$ cat src/hdl/fcq_map.svh
`ifndef FCQ_MAP_SVH
`define FCQ_MAP_SVH

`define ADDR_W 24
`define DQ_W 16

// command codes, low byte only
`define CODE_READ_ARRAY 8'hFF
`define CODE_IDENT 8'h90
`define CODE_QUERY 8'h98
`define CODE_STATUS 8'h70
`define CODE_CLR_STATUS 8'h50
`define CODE_BUF_WRITE 8'hE8
`define CODE_PROGRAM 8'h40
`define CODE_ERASE 8'h20
`define CODE_SUSPEND 8'hB0
`define CODE_CONFIRM 8'hD0
`define CODE_LOCK_CFG 8'h60

// buffered-write count limits, status bit and query start address
`define BUF_MAX_BYTE 5'h1F
`define BUF_MAX_WORD 5'h0F
`define STATUS_READY_BIT 7
`define QUERY_START 24'h000010

// bus timing
`define CLK_MHZ 200
`define T_WP_NS 70
`define T_WR_NS 30
`define T_ACC_NS 150
`define T_SETTLE_NS 100
`define WP_CYC ((`T_WP_NS * `CLK_MHZ + 999) / 1000)
`define WR_CYC ((`T_WR_NS * `CLK_MHZ + 999) / 1000)
`define ACC_CYC ((`T_ACC_NS * `CLK_MHZ + 999) / 1000)
`define SETTLE_CYC ((`T_SETTLE_NS * `CLK_MHZ + 999) / 1000)

`endif

$ cat src/hdl/fcq_pkg.sv
package fcq_pkg;
`include "fcq_map.svh"

	typedef enum logic [3:0] {
		OP_READ_ARRAY = 4'h0,
		OP_IDENT = 4'h1,
		OP_QUERY = 4'h2,
		OP_STATUS = 4'h3,
		OP_CLR_STATUS = 4'h4,
		OP_PROGRAM = 4'h5,
		OP_BUF_WRITE = 4'h6,
		OP_ERASE = 4'h7,
		OP_SUSPEND = 4'h8,
		OP_RESUME = 4'h9,
		OP_UNLOCK_ALL = 4'hA
	} op_type;

	typedef enum logic [2:0] {
		FSM_IDLE = 3'h0,
		FSM_WRITE = 3'h1,
		FSM_WREC = 3'h2,
		FSM_READ = 3'h3,
		FSM_NEXT = 3'h4,
		FSM_FETCH = 3'h5,
		FSM_BUSY = 3'h6
	} fsm_type;

	typedef enum logic [2:0] {
		PH_CODE = 3'h0,
		PH_XSR = 3'h1,
		PH_COUNT = 3'h2,
		PH_DATA = 3'h3,
		PH_SECOND = 3'h4,
		PH_READ = 3'h5
	} phase_type;

	typedef struct packed {
		op_type op;
		logic [`ADDR_W-1:0] addr;
		logic [`DQ_W-1:0] data;
		logic [4:0] count;
	} req_type;

	typedef struct packed {
		logic [`ADDR_W-1:0] addr;
		logic [`DQ_W-1:0] dq_out;
		logic dq_oe;
		logic ce_n;
		logic oe_n;
		logic we_n;
		logic byte_n;
		logic program_enable_supply;
	} flash_out_type;

	typedef struct packed {
		fsm_type fsm;
		phase_type ph;
		op_type op;
		logic [7:0] cnt;
		logic [4:0] items;
		logic [`DQ_W-1:0] wdata;
		flash_out_type pins;
		logic req_ready;
		logic wdata_ready;
		logic done;
		logic [`DQ_W-1:0] rdata;
		logic [2:0] sync;
		logic sts_high;
	} state_type;

endpackage : fcq_pkg

$ cat src/hdl/flash_cmd_host.sv
`timescale 1ns/100ps
`include "fcq_map.svh"
module flash_cmd_host (
	// clock and reset
	input wire logic clock,
	input wire logic sys_rst,
	// configuration
	input wire logic byte_mode,
	// request port
	input wire fcq_pkg::req_type req,
	input wire logic req_valid,
	output logic req_ready,
	// buffered-write data stream
	input wire logic [`DQ_W-1:0] wdata,
	input wire logic wdata_valid,
	output logic wdata_ready,
	// answer
	output logic [`DQ_W-1:0] rsp_data,
	output logic rsp_done,
	// flash pins
	output fcq_pkg::flash_out_type flash_o,
	input wire logic [`DQ_W-1:0] dq_in,
	input wire logic status_pin
);

	fcq_pkg::state_type s_r;
	fcq_pkg::state_type s_nxt;

	function automatic logic [7:0] first_code(input fcq_pkg::op_type op);
		unique case (op)
			fcq_pkg::OP_READ_ARRAY: first_code = `CODE_READ_ARRAY;
			fcq_pkg::OP_IDENT: first_code = `CODE_IDENT;
			fcq_pkg::OP_QUERY: first_code = `CODE_QUERY;
			fcq_pkg::OP_STATUS: first_code = `CODE_STATUS;
			fcq_pkg::OP_CLR_STATUS: first_code = `CODE_CLR_STATUS;
			fcq_pkg::OP_PROGRAM: first_code = `CODE_PROGRAM;
			fcq_pkg::OP_BUF_WRITE: first_code = `CODE_BUF_WRITE;
			fcq_pkg::OP_ERASE: first_code = `CODE_ERASE;
			fcq_pkg::OP_SUSPEND: first_code = `CODE_SUSPEND;
			fcq_pkg::OP_RESUME: first_code = `CODE_CONFIRM;
			fcq_pkg::OP_UNLOCK_ALL: first_code = `CODE_LOCK_CFG;
			default: first_code = `CODE_READ_ARRAY;
		endcase
	endfunction : first_code

	function automatic fcq_pkg::state_type go_write(input fcq_pkg::state_type s,
		input logic [`DQ_W-1:0] d);
		go_write = s;
		go_write.fsm = fcq_pkg::FSM_WRITE;
		go_write.cnt = 8'(`WP_CYC);
		go_write.pins.dq_out = d;
		go_write.pins.dq_oe = 1'b1;
		go_write.pins.ce_n = 1'b0;
		go_write.pins.we_n = 1'b0;
	endfunction : go_write

	function automatic fcq_pkg::state_type go_cmd(input fcq_pkg::state_type s,
		input logic [7:0] code);
		go_cmd = go_write(s, {8'h00, code});
	endfunction : go_cmd

	function automatic fcq_pkg::state_type go_read(input fcq_pkg::state_type s);
		go_read = s;
		go_read.fsm = fcq_pkg::FSM_READ;
		go_read.cnt = 8'(`ACC_CYC);
		go_read.pins.ce_n = 1'b0;
		go_read.pins.oe_n = 1'b0;
	endfunction : go_read

	function automatic logic is_read_op(input fcq_pkg::op_type op);
		is_read_op = (op == fcq_pkg::OP_READ_ARRAY) || (op == fcq_pkg::OP_IDENT) ||
			(op == fcq_pkg::OP_QUERY) || (op == fcq_pkg::OP_STATUS);
	endfunction : is_read_op

	always_comb begin
		logic [4:0] lim;
		logic [`DQ_W-1:0] sample;
		s_nxt = s_r;
		lim = s_r.pins.byte_n ? `BUF_MAX_WORD : `BUF_MAX_BYTE;
		sample = dq_in;
		s_nxt.done = 1'b0;
		s_nxt.pins.byte_n = ~byte_mode;
		// stage 0 feeds only stage 1; level counts once stages 1 and 2 agree
		s_nxt.sync = {s_r.sync[1:0], status_pin};
		if (s_r.sync[1] == s_r.sync[2]) begin
			s_nxt.sts_high = s_r.sync[2];
		end
		if (s_r.cnt != 8'h00) begin
			s_nxt.cnt = s_r.cnt - 8'h01;
		end
		unique case (s_r.fsm)
			fcq_pkg::FSM_IDLE: begin
				if (req_valid && s_r.req_ready) begin
					s_nxt.req_ready = 1'b0;
					s_nxt.op = req.op;
					s_nxt.ph = fcq_pkg::PH_CODE;
					s_nxt.pins.addr = req.addr;
					s_nxt.wdata = req.data;
					s_nxt.items = (req.count > lim) ? lim : req.count;
					// supply raised for every operation except reads and clear status; reads do not need it
					s_nxt.pins.program_enable_supply = !is_read_op(req.op) &&
						(req.op != fcq_pkg::OP_CLR_STATUS);
					s_nxt = go_cmd(s_nxt, first_code(req.op));
				end
			end
			fcq_pkg::FSM_WRITE: begin
				if (s_r.cnt <= 8'h01) begin
					s_nxt.pins.we_n = 1'b1;
					s_nxt.fsm = fcq_pkg::FSM_WREC;
					s_nxt.cnt = 8'(`WR_CYC);
				end
			end
			fcq_pkg::FSM_WREC: begin
				// data and address stay driven after the strobe rises
				if (s_r.cnt <= 8'h01) begin
					s_nxt.pins.dq_oe = 1'b0;
					s_nxt.pins.ce_n = 1'b1;
					s_nxt.fsm = fcq_pkg::FSM_NEXT;
				end
			end
			fcq_pkg::FSM_READ: begin
				if (s_r.cnt <= 8'h01) begin
					s_nxt.pins.oe_n = 1'b1;
					s_nxt.pins.ce_n = 1'b1;
					s_nxt.fsm = fcq_pkg::FSM_NEXT;
					// busy status masks the floating bits in either bus width
					if (s_r.op == fcq_pkg::OP_STATUS && !s_r.sts_high) begin
						s_nxt.rdata = {8'h00, sample[7], 7'h00};
					end else if (s_r.op == fcq_pkg::OP_QUERY || !s_r.pins.byte_n) begin
						s_nxt.rdata = {8'h00, sample[7:0]};
					end else begin
						s_nxt.rdata = sample;
					end
				end
			end
			fcq_pkg::FSM_FETCH: begin
				if (wdata_valid && s_r.wdata_ready) begin
					s_nxt.wdata_ready = 1'b0;
					s_nxt = go_write(s_nxt, wdata);
				end
			end
			fcq_pkg::FSM_BUSY: begin
				// settle time lets the device pull the status pin low first
				if (s_r.cnt == 8'h00 && s_r.sts_high) begin
					s_nxt.fsm = fcq_pkg::FSM_IDLE;
					s_nxt.done = 1'b1;
					s_nxt.req_ready = 1'b1;
					s_nxt.pins.program_enable_supply = 1'b0;
				end
			end
			fcq_pkg::FSM_NEXT: begin
				unique case (s_r.ph)
					fcq_pkg::PH_CODE: begin
						if (is_read_op(s_r.op)) begin
							s_nxt.ph = fcq_pkg::PH_READ;
							s_nxt = go_read(s_nxt);
						end else if (s_r.op == fcq_pkg::OP_BUF_WRITE) begin
							s_nxt.ph = fcq_pkg::PH_XSR;
							s_nxt = go_read(s_nxt);
						end else if (s_r.op == fcq_pkg::OP_PROGRAM) begin
							s_nxt.ph = fcq_pkg::PH_SECOND;
							s_nxt = go_write(s_nxt, s_r.wdata);
						end else if (s_r.op == fcq_pkg::OP_ERASE ||
							s_r.op == fcq_pkg::OP_UNLOCK_ALL) begin
							s_nxt.ph = fcq_pkg::PH_SECOND;
							s_nxt = go_cmd(s_nxt, `CODE_CONFIRM);
						end else begin
							s_nxt.fsm = fcq_pkg::FSM_IDLE;
							s_nxt.done = 1'b1;
							s_nxt.req_ready = 1'b1;
							s_nxt.pins.program_enable_supply = 1'b0;
						end
					end
					fcq_pkg::PH_XSR: begin
						if (s_r.rdata[`STATUS_READY_BIT]) begin
							s_nxt.ph = fcq_pkg::PH_COUNT;
							s_nxt = go_write(s_nxt, {11'h000, s_r.items});
						end else begin
							s_nxt.ph = fcq_pkg::PH_CODE;
							s_nxt = go_cmd(s_nxt, `CODE_BUF_WRITE);
						end
					end
					fcq_pkg::PH_COUNT: begin
						s_nxt.ph = fcq_pkg::PH_DATA;
						s_nxt.fsm = fcq_pkg::FSM_FETCH;
						s_nxt.wdata_ready = 1'b1;
					end
					fcq_pkg::PH_DATA: begin
						if (s_r.items == 5'h00) begin
							s_nxt.ph = fcq_pkg::PH_SECOND;
							s_nxt = go_cmd(s_nxt, `CODE_CONFIRM);
						end else begin
							s_nxt.items = s_r.items - 5'h01;
							s_nxt.fsm = fcq_pkg::FSM_FETCH;
							s_nxt.wdata_ready = 1'b1;
						end
					end
					fcq_pkg::PH_SECOND: begin
						s_nxt.fsm = fcq_pkg::FSM_BUSY;
						s_nxt.cnt = 8'(`SETTLE_CYC);
					end
					fcq_pkg::PH_READ: begin
						s_nxt.fsm = fcq_pkg::FSM_IDLE;
						s_nxt.done = 1'b1;
						s_nxt.req_ready = 1'b1;
						s_nxt.pins.program_enable_supply = 1'b0;
					end
					default: begin
						s_nxt.fsm = fcq_pkg::FSM_IDLE;
						s_nxt.req_ready = 1'b1;
					end
				endcase
			end
			default: begin
				s_nxt.fsm = fcq_pkg::FSM_IDLE;
				s_nxt.req_ready = 1'b1;
			end
		endcase
	end

	always_ff @(posedge clock or posedge sys_rst) begin
		if (sys_rst) begin
			s_r <= '0;
			s_r.fsm <= fcq_pkg::FSM_IDLE;
			s_r.req_ready <= 1'b1;
			s_r.pins.ce_n <= 1'b1;
			s_r.pins.oe_n <= 1'b1;
			s_r.pins.we_n <= 1'b1;
			s_r.pins.byte_n <= 1'b1;
			s_r.sync <= 3'h7;
			s_r.sts_high <= 1'b1;
		end else begin
			s_r <= s_nxt;
		end
	end

	assign req_ready = s_r.req_ready;
	assign wdata_ready = s_r.wdata_ready;
	assign rsp_data = s_r.rdata;
	assign rsp_done = s_r.done;
	assign flash_o = s_r.pins;

endmodule : flash_cmd_host

$ cat config.mk
export PLATFORM = sky130hd
export DESIGN_NAME = flash_cmd_host
export DESIGN_NICKNAME = d
export VERILOG_FILES = /design/src/hdl/fcq_pkg.sv /design/src/hdl/flash_cmd_host.sv
export VERILOG_INCLUDE_DIRS = /design/src /design/src/hdl
export SDC_FILE = /design/constraint.sdc
export NUM_CORES = 1
export LEC_CHECK = 0
export BUFFER_PORTS_ARGS = -buffer_cell sky130_fd_sc_hd__buf_2
export CAP_MARGIN = 30
export CORE_ASPECT_RATIO = 1.2
export CORE_MARGIN = 2
export CORE_UTILIZATION = 58
export CTS_CLUSTER_DIAMETER = 50
export CTS_CLUSTER_SIZE = 25
export DETAILED_ROUTE_END_ITERATION = 7
export PLACE_DENSITY_LB_ADDON = 0.05
export SETUP_SLACK_MARGIN = 0.15
export SKIP_LAST_GASP = 1
export SYNTH_ARGS = -nofsm -noshare
export SYNTH_HDL_FRONTEND = slang
export SYNTH_SLANG_ARGS = --single-unit
$ cat constraint.sdc
create_clock -name clock -period 5.5 [get_ports clock]
set_clock_uncertainty 0.1 [all_clocks]
set_input_delay 0.825 -clock clock [delete_from_list [all_inputs] [get_ports clock]]
set_output_delay 0.825 -clock clock [all_outputs]
set_load 0.02 [all_outputs]
==> results of run 1 <==
-- cell usage in the layout (no fill, tap or decap), types with 15 or more instances in the layout --
cell	count
dfrtp_1	99
nor3_1	15
a21oi_1	25
mux2_2	44
buf_2	151
nor2_1	34
inv_1	16
o21ai_0	32
nand2_1	46
a22o_1	19
-- power by group --
| part | leakage (nW) | internal [mW] | switching, mW |
|---|---|---|---|
| logic | 1.76 | 0.0294 | 0.0379 |
| registers | 1.41 | 0.798 | 0.00284 |
| clock network | 0.134 | 0.327 | 0.309 |
| total | 3.30 | 1.15 | 0.350 |
-- critical path, stage by stage, from the launching register on --
cell and delay (ns):
dfrtp_1 0.82, a211oi_1 0.18, a311oi_1 0.75, o221ai_1 0.31, nor2_1 0.33, nor3_1 0.09
-- cell type report --
cell class	instances	share of cell area, %
Tap cell	126	2.380
Timing Repair Buffer	156	12.28
Clock buffer	10	3.607
Multi-Input combinational cell	363	38.92
Clock inverter	6	0.8499
Inverter	17	1.001
Sequential cell	108	40.96
-- worst paths after layout --
kind,endpoint,start
min,s_r[2],s_r[1]
min reg2reg,s_r[2],s_r[1]
min in group asynchronous,flash_o[39],sys_rst
max reg2reg,s_r[95],s_r[107]
max,s_r[95],s_r[107]
max in group asynchronous,s_r[91],sys_rst
-- routing by layer --
layer | wire (um) | share of wire [%] | global-route usage (%) | up-vias
met5 | 0 | 0 | 0 | -
met1 | 5830 | 42 | 32.81 | 2249
met2 | 6893 | 49 | 42.45 | 160
met4 | 458 | 3.3 | 12.57 | 0
met3 | 779 | 5.6 | 5.793 | 36
li1 | - | - | - | 2166
-- stage by stage --
| stage | worst slack [ns] | utilization [%] | instances |
|---|---|---|---|
| 6_report | 2.787 | 66.52 | 786 |
| 5_1_grt | 2.716 | 66.52 | 786 |
| 4_1_cts | 2.526 | 66.37 | 785 |
| 3_5_place_dp | 2.546 | 63.40 | 769 |
| 3_3_place_gp | 2.669 | 63.20 | 768 |
| 2_1_floorplan | 1.744 | - | 577 |
-- cells by family after synthesis --
group	Yosys count	share of synthesized area, %
AO/OA/AOI/OAI	149	17.95
multiplexers	47	8.881
buffers and inverters	106	10.74
AND/OR/NAND/NOR	148	12.96
adder cells (fa/ha/maj)	13	2.707
XOR/XNOR	6	0.8881
flip-flops	108	45.87
-- state kept, by name, summed over array words and instances (netlist names) --
name and flops:
flash_o 46, req_ready 1, rsp_data 16, rsp_done 1, s_r 43, wdata_ready 1
==> flow_summary.ini, run 1 <==
[status]
status = completed

[yosys]
synth_area_um2 = 5917
seq_area_frac_synth_pct = 45.87
synth_area_leaders = dfrtp_1 42%, mux2_2 8.4%, buf_4 7.9%
synth_top_area_cell = dfrtp_1
ys_async_sr_fraction_pct = 100.0
yosysMostFrequentCell = dfrtp_1
synthesis.nets = 676
ys.flop_type = dfrtp_1
synth_edf_count = 0
ys_ff_latch = 108
ys_warn_count = 0
synth_top_cell_area_share_pct = 41.87
synth_common_cells = 99 x dfrtp_1, 62 x buf_4, 46 x nand2_1
syn_area_per_cell_um2 = 10.25
synth_cells = 577
synth_cell_type_count = 70

[worst_setup_path]
end_kind = register
cp.required_ns = 5.62
reg2reg_depth = 5
cp.arrival_ns = 2.84
path_max_fanout = 22
start_kind = register
r2r_slack_ns = 2.79
criticalPathCategory = reg2reg

[layout]
multiInputGateArea_um2 = 2579
syn_to_final_growth_pct = 11.97
nets = 754
antenna_cells = 0
drive_gt1_share_pct = 36.06
fillers = 826
design_area_um2 = 6625
seqCellArea_um2 = 2714

[hold_path]
hold_depth = 0
holdCritPathClass = reg2reg

[clock_network]
postCtsSetupBuffers = 0
cts_made_buffers = 9
cts_hold_buf = 0
clk_latency_ns = 0.35
root_buffer = clkbuf_16
clock_sinks = 108
cts_tree = built
cts.clk_slew.worst_paths_ns = 0.07
cts_resized = 0
cts-htree-levels = 3
clock_path_buffers = 2

[sta]
rsz0062_at_grt = false
maxSlewHeadroom_pct = 43.05
timing.fmax_mhz = 368.6
fin_setup_tns_ns = 0
worstMarginPinSlew_ns = 0.8524
drv_slew = 0
finalSetupViolations = 0
hold_viol = 0
hold_ws_ns = 0.2597
period_share_pct = 49.32
min_period_ns = 2.713

[global_route]
globalRoute.totalOverflow = 0
antenna_found_initial = 0
grt_pass1_wl_mm = 22.24
grt_pass1_vias = 4559
grt_usage_pct = 26.16
grt_max_degree = 57

[floorplanning]
die_w_um = 96.20
die_area_um2 = 11030
die_h_um = 114.6
pin_count = 152
core_area_um2 = 9960
num_rows = 40
initial_core_util_pct = 59.41

[placement]
place_congestion = 0.9134
dp_hpwl_mm = 10.41
placed_cell_area_um2 = 6315
io_buffers = 151

[routing]
vias = 4611
antenna_left = 0
drtIter0Drc = 236
via_per_inst = 5.866
wl_per_cell_um = 17.76
firstDrtPassIters = 4
routed_wl_mm = 13.96
drc = 0

[power_and_ir_drop]
peakVddDrop_v = 0.0001864
power.density_nw_per_um2 = 227.0
p_total_mw = 1.504
p_leak_nw = 3.304

[job]
drv_cap = 0
Note: power is estimated with default switching activity, not from simulation.
==> inputs of run 2 (changes only) <==
ABC_AREA = 1   (was unset)
CORE_UTILIZATION = 55   (was 58)
clock period = 2.5 ns   (was 5.5 ns; I/O delays follow)
==> run 2 against run 1 <==
Wire length up 12%. Sequential power grew 120%. Register-to-register slack worse by 2.3 ns. Clock-buffer cell count down 1. Via count grew 22%. Flip-flop and latch count unchanged. Total power up 120%. Clock power rose by 110%. Largest power group unchanged. Utilization fell by 4.4 points. Global-route usage decreased by 0.42 points. Highest routed layer unchanged. Critical endpoint is now rsp_data[14]. Worst hold slack worse by 0.23 ns. Critical path type unchanged.
==> flow_summary.ini, run 2 <==
[sta]
min_period_ns = 2.033
maxSlewHeadroom_pct = 61.84
drv_slew = 0
setup_ws_ns = 0.4666
hold_ws_ns = 0.02573
hold_viol = 0
fin_setup_tns_ns = 0
worstMarginPinSlew_ns = 0.5724
period_share_pct = 81.34
finalSetupViolations = 0
timing.fmax_mhz = 491.8
rsz0062_at_grt = false

[power_and_ir_drop]
power_frac_seq_pct = 54.0
p_int_mw = 2.501
p_total_mw = 3.256
power.density_nw_per_um2 = 457.0
switching_share_pct = 23.19
power_switching_mw = 0.7551
peakVddDrop_v = 0.0004292
p_leak_nw = 4.082
clkPwrFrac_pct = 41.3
power_frac_comb_pct = 4.7

[yosys]
synth_top_cell_area_share_pct = 38.67
synth_common_cells = 346 x nand2_1, 99 x dfrtp_1, 75 x nand3_1
synth_area_um2 = 6406
synth_top_area_cell = dfrtp_1
synthesis.nets = 964
ys_warn_count = 0
syn_area_per_cell_um2 = 7.406
ys_ff_latch = 108
synth_area_leaders = dfrtp_1 39%, nand2_1 20%, buf_4 7.5%
ys_async_sr_fraction_pct = 100.0
synth_cells = 865
synth_edf_count = 0
synth_cell_type_count = 35
yosysMostFrequentCell = nand2_1
seq_area_frac_synth_pct = 42.36
ys.flop_type = dfrtp_1

[clock_network]
cts_tree = built
cts_made_buffers = 9
cts.clk_slew.worst_paths_ns = 0.07
root_buffer = clkbuf_16
clock_path_buffers = 2
clk_latency_ns = 0.35
cts-htree-levels = 3
clock_sinks = 108

[layout]
instances_no_fill = 1114
nets = 1052
seqCellArea_um2 = 2714
drive_gt1_share_pct = 24.76
design_area_um2 = 7124
fillers = 1082
antenna_cells = 0
fin_util_pct = 62.17
multiInputGateArea_um2 = 2851
final_cell_mix = 346 x nand2_1, 151 x buf_2, 99 x dfrtp_1
syn_to_final_growth_pct = 11.21
largest_reg_flops = 46
final_common_cell = nand2_1

[routing]
routed_wl_mm = 15.64
wl_per_cell_um = 14.04
firstDrtPassIters = 5
drtIter0Drc = 294
vias = 5644
drc = 0
antenna_left = 0
via_per_inst = 5.066

[floorplanning]
die_w_um = 102.5
initial_core_util_pct = 55.90
die_area_um2 = 12530
core_area_um2 = 11460
num_rows = 43
pin_count = 152
die_h_um = 122.2

[global_route]
grt_usage_pct = 25.74
grt_pass1_vias = 5385
globalRoute.totalOverflow = 0
grt_pass1_wl_mm = 25.19
antenna_found_initial = 0
grt_max_degree = 109

[worst_setup_path]
cp.arrival_ns = 2.17
end_kind = register
cp.required_ns = 2.64
start_kind = register
regToRegStartpoint = s_r[91]
rr_endpoint = rsp_data[14]
r2r_slack_ns = 0.47
reg2reg_depth = 9
criticalPathCategory = reg2reg
path_max_fanout = 15

[hold_path]
hold_depth = 2
holdCritPathClass = in2reg
whs_endpoint = flash_o[1]
hp-start = byte_mode

[job]
drv_cap = 0

[placement]
place_congestion = 0.9296
post-place-ws_ns = 0.3661
placed_cell_area_um2 = 6840
io_buffers = 151
dp_cells = 1098
dp_hpwl_mm = 12.00

[status]
status = completed
-- run 2: power by group through the flow --
| stage | Clock, mW | Sequential (mW) | Combinational [mW] |
|---|---|---|---|
| final | 1.34 | 1.76 | 0.153 |
| after global routing | 1.45 | 1.76 | 0.173 |
| after CTS | 1.37 | 1.76 | 0.154 |
| after detailed placement | 0 | 1.79 | 0.153 |
| after global placement | 0 | 1.79 | 0.148 |
| after floorplan | 0 | 1.79 | 0.0602 |
-- run 2: critical path: stages (launching register included) --
cell and delay, ns:
dfrtp_1 0.37, inv_1 0.14, ha_1 0.24, nor2_1 0.07
nor2_1 0.10, nand2_1 0.15, nor2_1 0.37, inv_2 0.21
nand2_1 0.12, o21ai_2 0.06
-- run 2: kinds of logic (layout without fill, tap and decap cells) --
family	count (synthesis)	in the layout	share of synthesized area (%)
and+or+nand+nor	522	522	35.06
buffers and inverters	146	238	13.20
DFF	108	108	42.36
AOI/OAI and AO/OA	71	71	6.191
adders and majority gates	13	13	2.500
xor gates and xnor gates	5	5	0.6836
-- run 2: layer usage --
metal / global-route usage [%] / wire length [um] / share of wire (%)
met4: 9.500 / 461 / 2.9
met3: 5.979 / 864 / 5.5
met5: 0 / 0 / 0
met1: 31.88 / 6493 / 42
met2: 43.59 / 7819 / 50
-- run 2: worst max-delay path by stage --
stage / start / endpoint / slack, ns / depth (start not counted)
after detailed placement: s_r[91] / rsp_data[12] / 0.37 / 9
final: s_r[91] / rsp_data[14] / 0.47 / 9
after global routing: s_r[91] / rsp_data[12] / 0.27 / 9
after CTS: s_r[91] / rsp_data[12] / 0.36 / 9
after global placement: s_r[90] / rsp_data[14] / 0.48 / 9
after floorplan: sys_rst / flash_o[0] / 0.73 / 1
-- run 2: repair_timing --
action | CTS | global route
hold endpoints to repair | 0 | 1
setup buffers | 0 | 0
setup endpoints to repair | 0 | 3
hold buffers | 0 | 1
resized for setup | 0 | 1
-- run 2: cell type report --
class / count / area share, %
Tap cell: 157 / 2.757
Timing Repair Buffer: 162 / 11.98
Sequential cell: 108 / 38.09
Clock buffer: 9 / 3.161
Clock inverter: 6 / 0.6849
Multi-Input combinational cell: 611 / 40.02
Inverter: 61 / 3.302
